File: src/core/eacr_defines.svh
// Register offsets, field positions and reset values of the station address and filter bank.
// Included by the package and the register bank; definitions only.
`ifndef EACR_DEFINES_SVH
`define EACR_DEFINES_SVH

// Word offsets on the Avalon bus; byte address is four times the index.
`define EACR_IDX_RING_LEN   4'h6
`define EACR_IDX_MCAST0     4'h8
`define EACR_IDX_MCAST1     4'h9
`define EACR_IDX_MCAST2     4'hA
`define EACR_IDX_MCAST3     4'hB
`define EACR_IDX_STADDR0    4'hC
`define EACR_IDX_STADDR1    4'hD
`define EACR_IDX_STADDR2    4'hE
`define EACR_IDX_CTRL       4'h0
`define EACR_IDX_STATUS     4'h1

// Ring length register fields.
`define EACR_TX_CODE_MSB    15
`define EACR_TX_CODE_LSB    12
`define EACR_RX_CODE_MSB    11
`define EACR_RX_CODE_LSB    8

// Control register fields.
`define EACR_CTRL_HALT      0
`define EACR_CTRL_SEND      1

// Status register fields.
`define EACR_STAT_INIT_DONE 0
`define EACR_STAT_SENDING   1

// Value shown for fields that are not yet defined.
`define EACR_UNDEF_WORD     16'h0000
`define EACR_HALT_RESET     1'b1
`define EACR_READ_LATENCY   1

`endif

File: src/core/eacr_pkg.sv
// Types shared by the station address and filter bank.
// Needs eacr_defines.svh on the include path.
package eacr_pkg;
   `include "eacr_defines.svh"

   // Values loaded from the initialization block in one pulse.
   typedef struct packed {
      logic        valid;
      logic [3:0]  tx_ring_len_code;
      logic [3:0]  rx_ring_len_code;
      logic [63:0] multicast_hash_filter;
      logic [47:0] station_address;
   } eacr_init_s;

   // Avalon-MM slave request side.
   typedef struct packed {
      logic [3:0]  address;
      logic        read;
      logic        write;
      logic [31:0] writedata;
      logic [3:0]  byteenable;
   } eacr_avm_req_s;

   typedef enum logic [1:0] {
      EACR_BUS_IDLE,
      EACR_BUS_ANSWER
   } eacr_bus_state_e;

   typedef enum logic [1:0] {
      EACR_SER_IDLE,
      EACR_SER_SHIFT
   } eacr_ser_state_e;

endpackage : eacr_pkg

File: src/core/eacr_addr_serializer.sv
// Shifts the 48-bit station address out one bit per enable, bit 0 first.
// Captures the address when a send starts, so the caller may change it while a send runs.
`timescale 1ns/1ps
module eacr_addr_serializer (
   // Clock and reset
   input  wire logic        clock,
   input  wire logic        nrst,
   // Control
   input  wire logic        start,
   input  wire logic        bit_en,
   input  wire logic [47:0] station_address,
   // Serial output
   output logic             ser_bit,
   output logic             ser_valid,
   output logic             busy
);
   import eacr_pkg::*;

   typedef struct packed {
      eacr_ser_state_e st;
      logic [47:0]     shreg;
      logic [5:0]      cnt;
      logic            bit_q;
      logic            val_q;
   } eacr_ser_s;

   eacr_ser_s state_reg;
   eacr_ser_s state_next;

   always_comb begin
      state_next       = state_reg;
      state_next.val_q = 1'b0;
      unique case (state_reg.st)
         EACR_SER_IDLE: begin
            if (start) begin
               state_next.st    = EACR_SER_SHIFT;
               state_next.shreg = station_address;
               state_next.cnt   = 6'h00;
            end
         end
         EACR_SER_SHIFT: begin
            if (bit_en) begin
               state_next.bit_q = state_reg.shreg[0]; // RULE10
               state_next.val_q = 1'b1;
               state_next.shreg = {1'b0, state_reg.shreg[47:1]}; // RULE10
               state_next.cnt   = state_reg.cnt + 6'h01;
               if (state_reg.cnt == 6'h2F) begin
                  state_next.st = EACR_SER_IDLE;
               end
            end
         end
      endcase
   end

   always_ff @(posedge clock or negedge nrst) begin
      if (!nrst) begin
         state_reg <= '{st: EACR_SER_IDLE, default: '0};
      end else begin
         state_reg <= state_next;
      end
   end

   assign ser_bit   = state_reg.bit_q;
   assign ser_valid = state_reg.val_q;
   assign busy      = (state_reg.st == EACR_SER_SHIFT);
endmodule : eacr_addr_serializer

File: src/core/eacr_regs.sv
// Function
// RULE1 - Ring register bits 15:12 hold transmit code
// RULE2 - Ring register bits 11:8 hold receive code
// RULE3 - Ring register readable when halted; writes ignored
// RULE4 - Ring codes defined only after initialization
// RULE5 - Ring register bits 7:0 read zero
// RULE6 - Hash filter across four words, ascending
// RULE7 - Filter/address loaded by init or host
// RULE8 - Filter/address host access only while halted
// RULE9 - Station address across three words, ascending
// RULE10 - Address sent bit 0 first, 47 last
// RULE11 - Access while running leaves contents unchanged
//
// Station address and multicast filter register bank on an Avalon-MM slave.
// Assumes a single clock; the init engine delivers all values in one pulse.
//
// Design decisions made here: the register addresses and the Avalon-MM interface to the registers.
`timescale 1ns/1ps
`include "eacr_defines.svh"
module eacr_regs #(
   parameter int BIT_DIV = 4
) (
   // Clock and reset
   input  wire logic                       clock,
   input  wire logic                       nrst,
   // Avalon-MM slave
   input  wire eacr_pkg::eacr_avm_req_s    avm_req,
   output logic      [31:0]                avm_readdata,
   output logic                            avm_waitrequest,
   // Initialization block load
   input  wire eacr_pkg::eacr_init_s       init_load,
   // Values for the receive matching logic
   output logic      [63:0]                multicast_hash_filter,
   output logic      [47:0]                station_address,
   output logic      [3:0]                 tx_ring_len_code,
   output logic      [3:0]                 rx_ring_len_code,
   output logic                            halted,
   // Serial station address
   output logic                            addr_ser_bit,
   output logic                            addr_ser_valid
);
   import eacr_pkg::*;

   localparam int WORDS = 7;

   typedef struct packed {
      eacr_bus_state_e st;
      logic            halt;
      logic            init_done;
      logic [3:0]      tx_code;
      logic [3:0]      rx_code;
      logic [15:0]     rdata;
      logic            from_store;
      logic            send;
      logic [7:0]      div;
      logic            bit_en;
   } eacr_regs_s;

   eacr_regs_s state_reg;
   eacr_regs_s state_next;

   logic [WORDS-1:0]    wr_en;
   logic [WORDS*16-1:0] wr_data;
   logic [WORDS*16-1:0] init_words;
   logic [2:0]          rd_sel;
   logic [15:0]         store_rd;
   logic [WORDS*16-1:0] words;
   logic                ser_busy;
   logic                take;
   logic                is_store;
   logic [2:0]          store_idx;
   logic                word_be;

   // Word index within the store for a bus address, and whether it is a store word.
   always_comb begin
      is_store  = 1'b0;
      store_idx = 3'h0;
      unique case (avm_req.address)
         `EACR_IDX_MCAST0:  begin is_store = 1'b1; store_idx = 3'h0; end // RULE6
         `EACR_IDX_MCAST1:  begin is_store = 1'b1; store_idx = 3'h1; end // RULE6
         `EACR_IDX_MCAST2:  begin is_store = 1'b1; store_idx = 3'h2; end // RULE6
         `EACR_IDX_MCAST3:  begin is_store = 1'b1; store_idx = 3'h3; end // RULE6
         `EACR_IDX_STADDR0: begin is_store = 1'b1; store_idx = 3'h4; end // RULE9
         `EACR_IDX_STADDR1: begin is_store = 1'b1; store_idx = 3'h5; end // RULE9
         `EACR_IDX_STADDR2: begin is_store = 1'b1; store_idx = 3'h6; end // RULE9
         default:           begin is_store = 1'b0; store_idx = 3'h0; end
      endcase
   end

   assign take    = (state_reg.st == EACR_BUS_IDLE) && (avm_req.read || avm_req.write);
   assign word_be = avm_req.byteenable[1] | avm_req.byteenable[0];
   assign rd_sel  = store_idx;

   // Init values laid out in store order, filter words first, so each word is a plain slice.
   assign init_words = {init_load.station_address, init_load.multicast_hash_filter};

   // Init load and host write share the store; the init load wins a collision
   // because it carries a whole consistent set of values.
   genvar gi;
   generate
      for (gi = 0; gi < WORDS; gi++) begin : g_wr
         logic [15:0] host_word;
         assign host_word = {
            avm_req.byteenable[1] ? avm_req.writedata[15:8] : words[gi*16+8 +: 8],
            avm_req.byteenable[0] ? avm_req.writedata[7:0]  : words[gi*16 +: 8]};
         assign wr_en[gi] = init_load.valid
                            || (take && avm_req.write && is_store && word_be
                                && (store_idx == 3'(gi)) && state_reg.halt); // RULE7 RULE8 RULE11
         assign wr_data[gi*16 +: 16] = init_load.valid ? init_words[gi*16 +: 16]
                                                       : host_word; // RULE7
      end
   endgenerate

   always_comb begin
      state_next        = state_reg;
      state_next.bit_en = 1'b0;
      state_next.send   = 1'b0;

      if (state_reg.div == 8'(BIT_DIV - 1)) begin
         state_next.div    = 8'h00;
         state_next.bit_en = 1'b1;
      end else begin
         state_next.div = state_reg.div + 8'h01;
      end

      if (init_load.valid) begin
         state_next.tx_code   = init_load.tx_ring_len_code; // RULE1
         state_next.rx_code   = init_load.rx_ring_len_code; // RULE2
         state_next.init_done = 1'b1; // RULE4
      end

      unique case (state_reg.st)
         EACR_BUS_IDLE: begin
            if (take) begin
               state_next.st         = EACR_BUS_ANSWER;
               state_next.rdata      = 16'h0000;
               state_next.from_store = 1'b0;
               if (avm_req.read) begin
                  unique case (avm_req.address)
                     `EACR_IDX_RING_LEN: begin
                        if (state_reg.halt && state_reg.init_done) begin // RULE3 RULE4
                           state_next.rdata[`EACR_TX_CODE_MSB:`EACR_TX_CODE_LSB] =
                              state_reg.tx_code; // RULE1
                           state_next.rdata[`EACR_RX_CODE_MSB:`EACR_RX_CODE_LSB] =
                              state_reg.rx_code; // RULE2
                        end
                        state_next.rdata[7:0] = 8'h00; // RULE5
                     end
                     `EACR_IDX_CTRL: begin
                        state_next.rdata[`EACR_CTRL_HALT] = state_reg.halt;
                     end
                     `EACR_IDX_STATUS: begin
                        state_next.rdata[`EACR_STAT_INIT_DONE] = state_reg.init_done;
                        state_next.rdata[`EACR_STAT_SENDING]   = ser_busy;
                     end
                     default: begin
                        state_next.from_store = is_store && state_reg.halt; // RULE8 RULE11
                     end
                  endcase
               end else if (avm_req.address == `EACR_IDX_CTRL && avm_req.byteenable[0]) begin
                  state_next.halt = avm_req.writedata[`EACR_CTRL_HALT];
                  state_next.send = avm_req.writedata[`EACR_CTRL_SEND];
               end
               // Writes to the ring length word fall through untouched. RULE3
            end
         end
         EACR_BUS_ANSWER: begin
            state_next.st = EACR_BUS_IDLE;
         end
      endcase
   end

   always_ff @(posedge clock or negedge nrst) begin
      if (!nrst) begin
         state_reg <= '{st: EACR_BUS_IDLE, halt: `EACR_HALT_RESET, default: '0};
      end else begin
         state_reg <= state_next;
      end
   end

   eacr_word_store #(
      .WORDS (WORDS)
   ) u_store (
      .clock     (clock),
      .nrst      (nrst),
      .wr_en     (wr_en),
      .wr_data   (wr_data),
      .rd_sel    (rd_sel),
      .rd_data   (store_rd),
      .all_words (words)
   );

   eacr_addr_serializer u_ser (
      .clock           (clock),
      .nrst            (nrst),
      .start           (state_reg.send),
      .bit_en          (state_reg.bit_en),
      .station_address (words[111:64]),
      .ser_bit         (addr_ser_bit),
      .ser_valid       (addr_ser_valid),
      .busy            (ser_busy)
   );

   // The answer cycle is the one after the request is taken.
   assign avm_waitrequest = (avm_req.read || avm_req.write) && (state_reg.st != EACR_BUS_ANSWER);
   assign avm_readdata    = {16'h0000, state_reg.from_store ? store_rd : state_reg.rdata};

   assign multicast_hash_filter = words[63:0];
   assign station_address       = words[111:64];
   assign tx_ring_len_code      = state_reg.tx_code;
   assign rx_ring_len_code      = state_reg.rx_code;
   assign halted                = state_reg.halt;
endmodule : eacr_regs

File: src/core/eacr_word_store.sv
// Holds the seven 16-bit filter and address words with a registered read port.
// Assumes one writer; the owner arbitrates between init load and host write.
`timescale 1ns/1ps
module eacr_word_store #(
   parameter int WORDS = 7
) (
   // Clock and reset
   input  wire logic                     clock,
   input  wire logic                     nrst,
   // Write port
   input  wire logic [WORDS-1:0]         wr_en,
   input  wire logic [WORDS*16-1:0]      wr_data,
   // Read port
   input  wire logic [2:0]               rd_sel,
   output logic      [15:0]              rd_data,
   output logic      [WORDS*16-1:0]      all_words
);
   import eacr_pkg::*;

   typedef struct packed {
      logic [WORDS*16-1:0] words;
      logic [15:0]         rd;
   } eacr_store_s;

   eacr_store_s state_reg;
   eacr_store_s state_next;

   always_comb begin
      state_next = state_reg;
      for (int i = 0; i < WORDS; i++) begin
         if (wr_en[i]) begin
            state_next.words[i*16 +: 16] = wr_data[i*16 +: 16];
         end
      end
      state_next.rd = (int'(rd_sel) < WORDS) ? state_reg.words[rd_sel*16 +: 16] : 16'h0000;
   end

   always_ff @(posedge clock or negedge nrst) begin
      if (!nrst) begin
         state_reg <= '0;
      end else begin
         state_reg <= state_next;
      end
   end

   assign rd_data   = state_reg.rd;
   assign all_words = state_reg.words;
endmodule : eacr_word_store

File: config.mk
export PLATFORM = sky130hd
export DESIGN_NAME = eacr_regs
export DESIGN_NICKNAME = d
export VERILOG_FILES = /design/src/core/eacr_pkg.sv /design/src/core/eacr_addr_serializer.sv /design/src/core/eacr_regs.sv /design/src/core/eacr_word_store.sv
export VERILOG_INCLUDE_DIRS = /design/src /design/src/core
export SDC_FILE = /design/constraint.sdc
export NUM_CORES = 1
export LEC_CHECK = 0
export ABC_AREA = 0
export BUFFER_PORTS_ARGS = -buffer_cell sky130_fd_sc_hd__buf_2
export CAP_MARGIN = 20
export CORE_ASPECT_RATIO = 1.25
export CORE_MARGIN = 4
export CORE_UTILIZATION = 50
export DETAILED_ROUTE_END_ITERATION = 6
export GPL_ROUTABILITY_DRIVEN = 0
export HOLD_SLACK_MARGIN = 0.03
export PLACE_DENSITY = 0.78
export SETUP_SLACK_MARGIN = 0.4
export SLEW_MARGIN = 40
export SYNTH_ARGS = -nofsm -noshare
export SYNTH_HDL_FRONTEND = slang
export SYNTH_HIERARCHICAL = 1
export SYNTH_SLANG_ARGS = --single-unit
File: constraint.sdc
create_clock -name clock -period 6 [get_ports clock]
set_input_delay 1.5 -clock clock [delete_from_list [all_inputs] [get_ports clock]]
set_output_delay 1.5 -clock clock [all_outputs]
set_load 0.01 [all_outputs]
# Word-level counts from Yosys, hierarchy flattened
# Cells that the tools add are included.
# totals
register_bits	225
word_cells	151
# op_classes
add_sub_neg	2
magnitude_cmp	1
n_eq_ne	24
n_shift	1
n_mux	34
bitwise_logic	2
reduce_logical	57
# op_table
operator	count
$mux 16	9
$pmux 56 s2	1
$shiftx 112x8->16	1
$mux 58	1
$mux 56	1
$reduce_and 2->1	17
$mux 8	4
$eq 4x4->1 const B	7
$logic_and 1x1->1	22
$pmux 3 s6	1
$mux 17	1
$mux 14	1
$mux 1	11
$eq 3x3->1 const B	3
$add 8x1->8 const B	1
$eq 8x2->1 const B	1
$logic_or 1x1->1	8
$reduce_or 7->1	1
$add 6x1->6 const B	1
$eq 3x2->1 const B	2
$eq 6x6->1 const B	1
$ne 2x2->1 const B	3
$eq 2x1->1 const B	2
$eq 4x1->1 const B	1
17 further kinds	20

# Longest topological paths before layout
# logic_depth
ltp_word	9
mapped_depth	9

# Hierarchy
# The synthesis kept the hierarchy.
# modules_own_cells
module	n_inst	cells_each	area_per_inst_um2	seq_area_each_um2
eacr_word_store	1	383	5534.1	3203.1
eacr_regs	1	565	3627.2	802.0
eacr_addr_serializer	1	244	2434.8	1426.4

# Worst setup path after synthesis
# No wires, ideal clock.
# synth_timing
kind	input-to-output
startpoint	input port avm_req[37] in the netlist's numbering
endpoint	output port avm_waitrequest
arrival_ns	2.119
slack_ns	2.381
cell_stages	4
path_cell_list	nor2_1 -> or2_2 -> clkbuf_1 -> inv_1
# synth_via
elab_chain_cells	2
# synth_rtl
element	line	source
start, declared	eacr_regs.sv:27	input wire eacr_pkg::eacr_avm_req_s avm_req,
$logic_or 1x1->1	eacr_regs.sv:205	assign avm_waitrequest = (avm_req.read || avm_req.write) && (state_reg.st != EACR_BUS_ANSWER);
$logic_and 1x1->1	eacr_regs.sv:205	
end, declared	eacr_regs.sv:29	output logic avm_waitrequest,
# Every way passes these cells.

# Worst setup path after layout
# Ends and elaborated chain as after synthesis.

==> metrics.md <==
| Metric | Value |
|---|---|
| Outcome | finished, final reports clean |
| # port buffers | 286 |
| Setup-failing EPs final | 0 |
| Max cap viols | 0 |
| Largest net degree at the start of global routing | 97 |
| Top cells by area, synth | dfrtp_1, mux2_2, nand2_1 |
| Worst Path Required | 4.50 ns |
| Total number of vias | 10200 |
| Die area | 25700 um2 |
| Core area | 22900 um2 |
| Final Skew | ~0.012 ns |
| Syn-to-layout area delta | 18.4% |
| Die X | approximately 140 um |
| H-tree depth | 1 |
| Routed wire length | ~39 mm |
| Std cell rows | 62 |
| GRT Total Usage | between 20 and 30% |
| Final critical-path required period | 3.78 ns |
| Post-CTS Hold Buffers | 0 |
| Nets | 1570 |
| Worst-margin pin slew | 0.853 ns |
| Post-route antenna net violation count | 0 |
| Fin util | 60.0% |
| Crit Path Class | in -> out |
| Period Utilization, post-route | roughly 63% |
| Drt pass-1 iters | 5 |
| CP Launch Type | input port |
| Root Driver | clkbuf_16 |
| Top-area cell type share of the netlist area | between 40% and 50% |
| RSZ-0062 raised after global routing | false |
| Mapped cell area | 11600 um2 |
| GR Overflow Total | 0 |
| Yosys cell types | 45 |
| Count leader, synth | nand2_1 |
| Initial Util | 50.7% |
| Longest Clk Path Bufs | 3 |
| Hold WC Path Type | reg -> reg |
| Ports | 321 |
| Chip height | 178 um |
| First-pass GRT wire length | 56.5 mm |
| Initial DRC count | between 800 and 900 |
| Sequential element share of the synthesized area | 46.8% |
| F_max | 0.265 GHz |
| TNS Setup | 0 ns |
| Resized cells post-CTS | 0 |
| CTS clk-pin slew, worst paths | 0.06 ns |
| CP Launch Point | avm_req[37] |
| Post-CTS setup repair buffer count | 0 |
| Synth warnings | 6 |
| Drt drc | 0 |
| Crit path max fanout | 13 |
| Max FFs per register | 112 |
| Synth Flop Type | dfrtp_1 |
| Share of cells above drive strength 1 | 34.1% |
| Skew-Pair Late Insertion Delay | 0.52 ns |
| Initial antenna violation count | 3 |
| Leak pwr | about 6.6 nW |
| Yosys top cell by area | dfrtp_1 |
| Total CTS buffers | 24 |
| Hold_sp | u_ser/state_reg[8] |
| CTS tree | yes |
| Top cells by count, synth | nand2_1, dfrtp_1, mux2_2, a21oi_1, o21ai_0 |
| DR vias/cell | approximately 6.0 |
| Post-Syn Area per Cell | 9.73 um2 |
| Place WS | around 2.2 ns |
| Power, Total | 4.16 mW |
| FILL cells | 1921 |
| Final hold vios | 0 |
| Post-DP HPWL | 27.0 mm |
| Share of flip-flops with an asynchronous set or reset | 100% |
| Number of synthesized register bits | 217 |
| Worst r2r src | halted |
| Rel. slew slack | 43.1% |
| Average wire per standard cell | 22.6 um |
| EDFF count, synth | 0 |
| Worst vdd ir | 0.251 mV |
| Arrival @ worst endpoint | 2.28 ns |
| CP Capture Type | output pin |
| PwrDens | around 300 nW/um2 |
| Slew Viols, Final | 0 |
| TritonCTS Sinks | 217 |
| Vias in the first global route | 9879 |
| Post-Synthesis Cells | 1192 |
| Final WS setup | 2.22 ns |
## worst max-delay path, cell delays in order
cell and delay, ns:
buf_2 0.12, nor2_1 0.05, or2_2 0.41, inv_1 0.08, buf_2 0.12
## worst paths after layout
| kind | cells past startpoint | slack (ns) | endpoint |
|---|---|---|---|
| setup / recovery | 5 | 2.22 | avm_waitrequest |
| hold / removal | 2 | 0.47 | u_ser/ser_bit |
| setup reg to reg | 4 | 3.65 | u_store/all_words[22] |
| hold reg to reg | 2 | 0.47 | u_ser/ser_bit |
| max in group asynchronous | 2 | 4.07 | u_store/all_words[23] |
| min in group asynchronous | 1 | 0.92 | u_store/all_words[76] |
## cells by family after synthesis
group	after synthesis	share of synthesized area (%)
XOR/XNOR	5	0.378
flip-flops	217	46.8
buffers and inverters	138	6.44
multiplexers	185	17.4
other	1	0.0323
AO/OA/AOI/OAI	333	16.7
AND/OR/NAND/NOR	311	12.0
adder cells (fa/ha/maj)	2	0.216
## layout by cell type, fill, tap and decap left out, drive strengths merged, types with 3 or more instances in the layout
cell type and instances:
clkbuf 35, nor2b 6, conb 16, a21oi 117
a21o 6, or2 19, buf 299, o21ai 115
clkinv 3, xnor2 5, and2 22, inv 10
dfrtp 216, nand2 234, mux2i 54, nand3 7
a22o 28, and3 3, nor2 6, mux2 131
a22oi 47, clkinvlp 3, a31oi 17
## through the flow
step                hold WS, ns  cell area, um2  instances
finish                    0.473           13700       1710
global route              0.492           13700       1710
CTS                       0.477           13700       1708
detailed placement        0.458           12900       1664
global placement          0.457           12900       1663
floorplan                 0.439           11700       1207
## layout make-up
type	count	area [um2]	share of cell area (%)
clock inverter	9	109	0.793
sequential	217	5430	39.5
timing repair buffer	299	1580	11.5
antenna	1	2.50	0.0182
inverter	9	36.3	0.264
tap	288	360	2.62
multi-input combinational	852	5500	40.1
clock buffer	35	713	5.19
## where the power goes
part	switching [mW]	total, mW	internal (mW)	leakage (nW)
registers	0.201	1.83	1.63	2.76
logic	0.444	0.789	0.345	3.49
clock network	0.621	1.54	0.914	0.396
## layer usage
metal	vias up	part of all wire [%]	GRT usage [%]
met4	4	6.2	15.1
met1	4956	37	35.6
met2	543	48	46.7
li1	4556	-	-
met5	-	0.080	0
met3	122	8.7	6.17
No activity file was read; power rests on OpenSTA's default activity.
